File: config.mk
export PLATFORM = sky130hd
export DESIGN_NAME = node_status_flags
export DESIGN_NICKNAME = d
export VERILOG_FILES = /design/src/rtl/node_status_pkg.sv /design/src/rtl/node_status_flags.sv
export SDC_FILE = /design/constraint.sdc
export NUM_CORES = 1
export LEC_CHECK = 0
export ABC_AREA = 0
export BUFFER_PORTS_ARGS = -buffer_cell sky130_fd_sc_hd__buf_2
export CELL_PAD_IN_SITES_DETAIL_PLACEMENT = 0
export CELL_PAD_IN_SITES_GLOBAL_PLACEMENT = 1
export CORE_MARGIN = 2
export CORE_UTILIZATION = 40
export CTS_BUF_LIST = sky130_fd_sc_hd__clkbuf_4 sky130_fd_sc_hd__clkbuf_8
export DETAILED_ROUTE_END_ITERATION = 8
export PLACE_DENSITY_LB_ADDON = 0.25
export SLEW_MARGIN = 40
export SYNTH_ARGS = -nofsm -noshare
export SYNTH_HDL_FRONTEND = slang
export SYNTH_SLANG_ARGS = --single-unit
File: constraint.sdc
create_clock -name clk_sys -period 3.6 [get_ports clk_sys]
set_input_delay 0.72 -clock clk_sys [delete_from_list [all_inputs] [get_ports clk_sys]]
set_output_delay 0.72 -clock clk_sys [all_outputs]
set_load 0.02 [all_outputs]
File: src/rtl/node_status_pkg.sv
/*
 Constants for the node status flag register block: register offsets, bit positions,
 reset values and timing. Assumes a plain synchronous register port on clk_sys.
*/
`default_nettype none
package node_status_pkg;
   localparam logic [2:0] ADDR_STATUS   = 3'h0;
   localparam logic [2:0] ADDR_COMMAND  = 3'h1;
   localparam logic [2:0] ADDR_NODE_ID  = 3'h2;
   localparam logic [2:0] ADDR_INT_MASK = 3'h3;
   localparam logic [2:0] ADDR_EVENTS   = 3'h4;
   localparam logic [2:0] ADDR_EV_MASK  = 3'h5;

   localparam int BIT_RX_INHIBITED = 7;
   localparam int BIT_RESET_SEEN   = 4;
   localparam int BIT_TEST         = 3;
   localparam int BIT_RECONFIG     = 2;
   localparam int BIT_TX_ACKED     = 1;
   localparam int BIT_TX_AVAILABLE = 0;

   localparam logic [7:0] STATUS_RESET   = 8'h91;
   localparam logic [7:0] INT_MASK_RESET = 8'h00;
   localparam logic [7:0] NODE_ID_CLEAR  = 8'h00;

   localparam logic [3:0] CMD_DISABLE_TX  = 4'h1;
   localparam logic [3:0] CMD_ENABLE_TX   = 4'h3;
   localparam logic [3:0] CMD_ENABLE_RX   = 4'h4;
   localparam logic [3:0] CMD_CLEAR_FLAGS = 4'h6;
   localparam logic [3:0] CMD_SOFT_RESET  = 4'h8;

   localparam int EV_RX_STORED = 0;
   localparam int EV_NAK_SENT  = 1;
   localparam int EV_RECON     = 2;
   localparam int EV_TX_DONE   = 3;

   localparam real CLK_MHZ       = 10.0;
   localparam real IDLE_LIMIT_US = 20.5;
   // The idle limit is a whole number of cycles at 10 MHz, so no rounding up is wanted
   localparam int  IDLE_CYCLES   = int'(IDLE_LIMIT_US * CLK_MHZ);
endpackage : node_status_pkg
`default_nettype wire

File: src/rtl/node_status_flags.sv
/*
 Status flag register of a token-passing network node with its command decode, line
 idle timer and event interrupt. Assumes protocol logic on clk_sys supplying one-cycle
 event pulses, and an asynchronous receive line input synchronised here.
*/
// The register offsets and the plain strobed port were decided locally.
`default_nettype none
// Notes on behaviour
// - Receiver-inhibited bit 7 sets once a packet is stored in the enabled page.
// - Enable-receive clears receiver-inhibited; no messages accepted while it is set.
// - While receiver-inhibited, answer incoming packets for this node with a NAK.
// - Interrupt when inhibited, reconfig or tx-available flag is set and mask bit set.
// - Bits 6 and 5 are undefined; host ignores them.
// - Reset-seen bit 4 sets on software or hardware reset or node id write of 00H.
// - Reset-seen clears only on the clear-flags command.
// - Bit 3 is a test bit and reads zero in normal operation.
// - Reconfig bit 2 sets when the receive line idles for 20.5 us.
// - Clear-flags command clears the reconfig flag.
// - Tx-acked bit 1 sets when the enabled transmit packet is acknowledged.
// - Tx-acked never sets for a broadcast packet.
// - Enable-transmit clears tx-acked.
// - Tx-available sets when the last byte leaves or on disable-transmitter.
// - After enable-transmit, tx-available clears only when the token next arrives.
// - Reset loads status with 1XX1 0001.
module node_status_flags #(
   parameter int IDLE_COUNT = node_status_pkg::IDLE_CYCLES
) (
   // Clock and reset
   input  wire logic       clk_sys,
   input  wire logic       rst_b,
   // Register port
   input  wire logic [2:0] reg_addr,
   input  wire logic [7:0] reg_wdata,
   input  wire logic       reg_write,
   input  wire logic       reg_read,
   output logic      [7:0] reg_rdata,
   // Receiver side
   input  wire logic       rx_line_input,
   input  wire logic       rx_packet_stored,
   input  wire logic       rx_packet_offered,
   output logic            rx_enabled,
   output logic            rx_nak_send,
   // Transmitter side
   input  wire logic       token_received,
   input  wire logic       tx_last_byte_sent,
   input  wire logic       tx_acked,
   input  wire logic       tx_was_broadcast,
   output logic            tx_start,
   // Reset and interrupt
   output logic            soft_reset_pulse,
   output logic            irq
);
   logic [7:0] interrupt_mask;
   logic [7:0] node_id;
   logic [3:0] event_status;
   logic [3:0] event_mask;
   logic       rx_inhibited_flag;
   logic       reset_seen_flag;
   logic       reconfig_flag;
   logic       tx_acked_flag;
   logic       tx_available_flag;
   logic       tx_pending;
   logic       line_meta;
   logic       line_sync;
   logic       line_prev;
   logic [$clog2(IDLE_COUNT+1)-1:0] idle_count;
   logic       idle_expired;
   logic [7:0] status_value;
   logic [3:0] cmd_code;
   logic       cmd_write;
   logic       cmd_enable_rx;
   logic       cmd_enable_tx;
   logic       cmd_disable_tx;
   logic       cmd_clear_flags;
   logic       cmd_soft_reset;
   logic       node_id_zero_write;
   logic [3:0] event_pulses;

   initial begin
      if (IDLE_COUNT < 2) $error("IDLE_COUNT must be at least 2");
   end

   assign cmd_code        = reg_wdata[3:0];
   assign cmd_write       = reg_write && (reg_addr == node_status_pkg::ADDR_COMMAND);
   assign cmd_enable_rx   = cmd_write && (cmd_code == node_status_pkg::CMD_ENABLE_RX);
   assign cmd_enable_tx   = cmd_write && (cmd_code == node_status_pkg::CMD_ENABLE_TX);
   assign cmd_disable_tx  = cmd_write && (cmd_code == node_status_pkg::CMD_DISABLE_TX);
   assign cmd_clear_flags = cmd_write && (cmd_code == node_status_pkg::CMD_CLEAR_FLAGS);
   assign cmd_soft_reset  = cmd_write && (cmd_code == node_status_pkg::CMD_SOFT_RESET);
   assign node_id_zero_write = reg_write && (reg_addr == node_status_pkg::ADDR_NODE_ID)
                               && (reg_wdata == node_status_pkg::NODE_ID_CLEAR);

   // Synchroniser; only line_sync and line_prev are looked at
   always_ff @(posedge clk_sys) begin
      if (!rst_b) begin
         line_meta <= 1'b0;
         line_sync <= 1'b0;
         line_prev <= 1'b0;
      end else begin
         line_meta <= rx_line_input;
         line_sync <= line_meta;
         line_prev <= line_sync;
      end
   end

   // Idle timer restarts on any line edge, fires once per idle stretch
   always_ff @(posedge clk_sys) begin
      if (!rst_b) begin
         idle_count   <= '0;
         idle_expired <= 1'b0;
      end else if (line_sync != line_prev) begin
         idle_count   <= '0;
         idle_expired <= 1'b0;
      end else if (idle_count == ($bits(idle_count))'(IDLE_COUNT - 1)) begin
         idle_count   <= idle_count + 1'b1;
         idle_expired <= 1'b1;
      end else begin
         if (idle_count < ($bits(idle_count))'(IDLE_COUNT)) begin
            idle_count <= idle_count + 1'b1;
         end
         idle_expired <= 1'b0;
      end
   end

   // Receiver inhibit; a store in the same cycle as enable wins
   always_ff @(posedge clk_sys) begin
      if (!rst_b || cmd_soft_reset) begin
         rx_inhibited_flag <= node_status_pkg::STATUS_RESET[node_status_pkg::BIT_RX_INHIBITED];
      end else if (rx_packet_stored && !rx_inhibited_flag) begin
         rx_inhibited_flag <= 1'b1;
      end else if (cmd_enable_rx) begin
         rx_inhibited_flag <= 1'b0;
      end
   end

   always_ff @(posedge clk_sys) begin
      if (!rst_b) begin
         rx_enabled  <= 1'b0;
         rx_nak_send <= 1'b0;
      end else begin
         rx_enabled  <= !rx_inhibited_flag;
         rx_nak_send <= rx_packet_offered && rx_inhibited_flag;
      end
   end

   // Reset seen: set wins over clear-flags
   always_ff @(posedge clk_sys) begin
      if (!rst_b || cmd_soft_reset || node_id_zero_write) begin
         reset_seen_flag <= 1'b1;
      end else if (cmd_clear_flags) begin
         reset_seen_flag <= 1'b0;
      end
   end

   always_ff @(posedge clk_sys) begin
      if (!rst_b || cmd_soft_reset) begin
         reconfig_flag <= node_status_pkg::STATUS_RESET[node_status_pkg::BIT_RECONFIG];
      end else if (idle_expired) begin
         reconfig_flag <= 1'b1;
      end else if (cmd_clear_flags) begin
         reconfig_flag <= 1'b0;
      end
   end

   // Transmit handshake; clearing waits for the token so the flag tracks the real transmitter
   always_ff @(posedge clk_sys) begin
      if (!rst_b || cmd_soft_reset) begin
         tx_pending        <= 1'b0;
         tx_available_flag <= node_status_pkg::STATUS_RESET[node_status_pkg::BIT_TX_AVAILABLE];
         tx_start          <= 1'b0;
      end else begin
         tx_start <= 1'b0;
         if (cmd_disable_tx) begin
            tx_pending        <= 1'b0;
            tx_available_flag <= 1'b1;
         end else begin
            // An enable arriving with the last byte must not be lost
            if (tx_last_byte_sent && !tx_available_flag) begin
               tx_available_flag <= 1'b1;
            end
            if (cmd_enable_tx) begin
               tx_pending <= 1'b1;
            end else if (tx_pending && token_received) begin
               tx_pending        <= 1'b0;
               tx_available_flag <= 1'b0;
               tx_start          <= 1'b1;
            end
         end
      end
   end

   always_ff @(posedge clk_sys) begin
      if (!rst_b || cmd_soft_reset) begin
         tx_acked_flag <= node_status_pkg::STATUS_RESET[node_status_pkg::BIT_TX_ACKED];
      end else if (tx_acked && !tx_was_broadcast && !tx_available_flag) begin
         tx_acked_flag <= 1'b1;
      end else if (cmd_enable_tx) begin
         tx_acked_flag <= 1'b0;
      end
   end

   always_ff @(posedge clk_sys) begin
      if (!rst_b) begin
         soft_reset_pulse <= 1'b0;
         node_id          <= node_status_pkg::NODE_ID_CLEAR;
         interrupt_mask   <= node_status_pkg::INT_MASK_RESET;
         event_mask       <= 4'h0;
      end else begin
         soft_reset_pulse <= cmd_soft_reset;
         if (reg_write && reg_addr == node_status_pkg::ADDR_NODE_ID) begin
            node_id <= reg_wdata;
         end
         if (reg_write && reg_addr == node_status_pkg::ADDR_INT_MASK) begin
            interrupt_mask <= reg_wdata;
         end
         if (reg_write && reg_addr == node_status_pkg::ADDR_EV_MASK) begin
            event_mask <= reg_wdata[3:0];
         end
      end
   end

   // Sticky events, write one to clear; a new event wins over the clear
   assign event_pulses[node_status_pkg::EV_RX_STORED] = rx_packet_stored;
   assign event_pulses[node_status_pkg::EV_NAK_SENT]  = rx_packet_offered && rx_inhibited_flag;
   assign event_pulses[node_status_pkg::EV_RECON]     = idle_expired;
   assign event_pulses[node_status_pkg::EV_TX_DONE]   = tx_last_byte_sent;

   always_ff @(posedge clk_sys) begin
      if (!rst_b) begin
         event_status <= 4'h0;
      end else if (reg_write && reg_addr == node_status_pkg::ADDR_EVENTS) begin
         event_status <= (event_status & ~reg_wdata[3:0]) | event_pulses;
      end else begin
         event_status <= event_status | event_pulses;
      end
   end

   // Bits 6:5 read zero; bit 3 is the test bit, zero in normal operation
   assign status_value = {rx_inhibited_flag, 2'b00, reset_seen_flag, 1'b0,
                          reconfig_flag, tx_acked_flag, tx_available_flag};

   always_ff @(posedge clk_sys) begin
      if (!rst_b) begin
         irq <= 1'b0;
      end else begin
         irq <= (rx_inhibited_flag && interrupt_mask[node_status_pkg::BIT_RX_INHIBITED])
             || (reconfig_flag && interrupt_mask[node_status_pkg::BIT_RECONFIG])
             || (tx_available_flag && interrupt_mask[node_status_pkg::BIT_TX_AVAILABLE])
             || ((event_status & event_mask) != 4'h0);
      end
   end

   // Reads have no side effects
   always_ff @(posedge clk_sys) begin
      if (!rst_b) begin
         reg_rdata <= 8'h00;
      end else if (reg_read) begin
         unique case (reg_addr)
            node_status_pkg::ADDR_STATUS:   reg_rdata <= status_value;
            node_status_pkg::ADDR_NODE_ID:  reg_rdata <= node_id;
            node_status_pkg::ADDR_INT_MASK: reg_rdata <= interrupt_mask;
            node_status_pkg::ADDR_EVENTS:   reg_rdata <= {4'h0, event_status};
            node_status_pkg::ADDR_EV_MASK:  reg_rdata <= {4'h0, event_mask};
            default:                        reg_rdata <= 8'h00;
         endcase
      end else begin
         reg_rdata <= 8'h00;
      end
   end
endmodule : node_status_flags
`default_nettype wire

==> impl_metrics.toml <==
[setup_path]
cp_max_fo = 18
critPathBufInv = 1
cp-end-kind = "register"
slowest_delay_ns = 0.37
cp_slowest_cell = "and2_1"
path_delay_family = "simple AND/OR/NAND/NOR gates"
r2r_end = "idle_count[1]"
rr_startpoint = "idle_count[1]"
startpoint_type = "primary input"
reg2reg_slack_ns = 2.04
worst-endpoint-arrival_ns = 1.96
crit_chain = "buf_2 -> and3b_1 -> and2_1 -> nand2_1 -> a21oi_1"
cp_data_required_time_ns = 3.83
r2r_cells = 6
worstSetupPathType = "primary input to register"

[synthesis]
avgSynthCellArea_sq_um = 8.821
async_flop_share_pct = 0
netlist-cell-type-count = 47
synth-edff-count = 0
synth-warning-count = 0
ys_ff_latch = 55
synthCells = 261
ys.flop_type = "dfxtp_1"
syn_nets = 286
synth_area_sq_um = 2302
synth.yosys.seq_area_share_pct = 47.83

[timing]
layout_setup_ws_ns = 1.866
finalClockSkew_ns = 0.01154
tightest_slew_ns = 0.7599
setup_viol = 0
hold_violations = 0
fmax_mhz = 576.7
timing.setup.tns_ns = 0
slew_headroom_pct = 49.28
fin_crit_ns = 1.734
layout_worst_path_cycle_share_pct = 48.17
slew_viol_final = 0
rsz0062_at_grt = "no"

[power_and_ir_drop]
seq_power_share_pct = 57.9
p_comb_share_pct = 8.5
netSwitchingPower_uw = 267.6
peakVddDrop_mv = 0.2667
p_leak_uw = 0.001029
swShare_pct = 24.54
p_clk_share_pct = 33.6
p_int_uw = 822.9
cellPowerDensity_nw_per_um2 = 417.8

[clock_network]
clock_sinks = 55
post_cts_resized = 0
post_cts_buffers = 0
cts.clk_slew.worst_paths_ns = 0.09
hold_buffers = 0
cts_root_buf = "clkbuf_8"
clk_latency_ns = 0.31
cts_tree = "built"
htree_levels = 2
cts_buffer_depth = 2
cts_buffers = 5

[global_routing]
gr-total-overflow = 0
grt_pass1_wl_um = 8838
antenna_found_initial = 0
track_usage_pct = 17.90
grt_pass1_vias = 1777
grt_max_degree = 24

[routing]
num_vias = 1903
ant_nets = 0
drt-pass1-iter-count = 4
routed_via_density = 5.228
routedWlPerCell_um = 14.25
wirelength_um = 5188
route.detailed.drc = 0
drt_first_iter_violations = 174

[final_layout]
layout_commonest_cell = "dfxtp_1"
nets = 316
mostFrequentLayoutCells = "dfxtp_1, nand2_1, buf_2"
area_growth_pct = 13.37
diodes = 0
drive_gt1_share_pct = 17.12

[floorplanning]
core_area_sq_um = 5540
die_w_um = 79.87
start_util_pct = 41.55
num_io_pins = 35
row_count = 27
die_h_um = 79.87
dieArea_sq_um = 6378

[status]
outcome = "completed"

[hold_path]
min_path_cells = 1
hold_path_class = "register to register"
holdPathEnd = "line_sync"
holdCritStartpoint = "line_meta"

[placed_design]
place.gp.congestion = 0.7931
dp_slack_ns = 1.531
hpwl_um = 3830
io_buffers = 34

[run]
cap_violations = 0
-- power groups by stage --
stage          combinational [uW]  sequential (uW)  clock [uW]
2_1_floorplan                60.0              645           0
3_3_place_gp                 92.5              645           0
3_5_place_dp                 93.0              645           0
4_1_cts                      93.3              631         374
5_1_grt                       104              633         396
6_report                     93.0              631         366
-- area by class of cell --
| type | instances | area, sq um |
|---|---|---|
| tap | 72 | 90.09 |
| fill | 560 | 2930 |
| clock buffer | 7 | 90.09 |
| inverter | 6 | 22.52 |
| clock inverter | 1 | 8.758 |
| timing repair buffer | 35 | 177.7 |
| sequential | 55 | 1101 |
| multi-input combinational | 188 | 1120 |
-- per-stage QoR --
step / total power (uW) / instance area, sq um / util [%] / hold WS (ns) / instances
floorplan: 704.7 / 2302 / - / 0.4119 / 261
global placement: 737.9 / 2511 / 45.33 / 0.4202 / 356
detailed placement: 738.4 / 2511 / 45.33 / 0.4266 / 356
CTS: 1098 / 2610 / 47.11 / 0.4524 / 364
global route: 1133 / 2610 / 47.11 / 0.4773 / 364
finish: 1090 / 2610 / 47.11 / 0.4472 / 364
-- synth_stat cells (2+ instances only) --
| library cell | instances | share of area (%) |
|---|---|---|
| mux2i_1 | 11 | 4.8 |
| nor4_1 | 2 | 0.54 |
| mux2_2 | 2 | 0.98 |
| buf_4 | 2 | 0.65 |
| buf_2 | 5 | 1.1 |
| ha_1 | 3 | 1.6 |
| nand2_1 | 40 | 6.5 |
| clkbuf_1 | 5 | 0.82 |
| o21a_1 | 4 | 1.3 |
| dfxtp_1 | 55 | 48 |
| nand3_1 | 6 | 1.3 |
| nor3b_1 | 3 | 0.98 |
| a41oi_1 | 2 | 0.76 |
| a21oi_1 | 32 | 7.0 |
| inv_1 | 6 | 0.98 |
| a22oi_1 | 7 | 2.3 |
| nor3_1 | 5 | 1.1 |
| xnor2_1 | 3 | 1.1 |
| nor2_1 | 28 | 4.6 |
| a21boi_0 | 3 | 0.98 |
| nand2b_1 | 2 | 0.54 |
| nand4_1 | 2 | 0.54 |
| and2_1 | 5 | 1.4 |
| nand4b_1 | 3 | 1.1 |
| and3_1 | 3 | 0.82 |
-- logic make-up (layout without fill, tap and decap cells) --
group | count (synthesis) | count (layout) | synth area share [%]
adders and majority gates | 3 | 3 | 1.631
and+or+nand+nor | 111 | 111 | 24.24
buffers and inverters | 18 | 49 | 3.532
xor gates and xnor gates | 4 | 4 | 1.522
muxes | 13 | 13 | 5.761
DFF | 55 | 55 | 47.83
AOI/OAI and AO/OA | 57 | 57 | 15.49
-- worst max-delay path by stage --
stage / from / end / slack [ns] / depth (start not counted)
final: reg_addr[0] / interrupt_mask[2] / 1.87 / 5
after global routing: reg_addr[0] / interrupt_mask[7] / 1.73 / 5
after CTS: reg_addr[0] / interrupt_mask[2] / 1.86 / 5
after detailed placement: reg_addr[0] / interrupt_mask[2] / 1.53 / 5
after global placement: reg_addr[0] / interrupt_mask[0] / 1.60 / 5
after floorplan: reg_addr[0] / rx_inhibited_flag / 1.92 / 5
-- state kept, by name, indices dropped and copies added, names as in the netlist --
signal and flops:
idle_count 8, interrupt_mask 8, node_id 8, reg_rdata 8
event_mask 4, event_status 4, idle_expired 1, irq 1
line_meta 1, line_prev 1, line_sync 1, reconfig_flag 1
reset_seen_flag 1, rx_enabled 1, rx_inhibited_flag 1, rx_nak_send 1
soft_reset_pulse 1, tx_acked_flag 1, tx_available_flag 1, tx_pending 1
tx_start 1
-- layer usage --
layer / part of all wire, % / GRT usage [%] / vias up / wire length (um)
li1: - / - / 971 / -
met1: 48 / 24.00 / 887 / 2495
met2: 46 / 28.82 / 37 / 2391
met3: 4.7 / 3.507 / 8 / 242
met4: 1.1 / 6.102 / 0 / 58
met5: 0 / 0 / - / 0
Note: power is estimated with default switching activity, not from simulation.
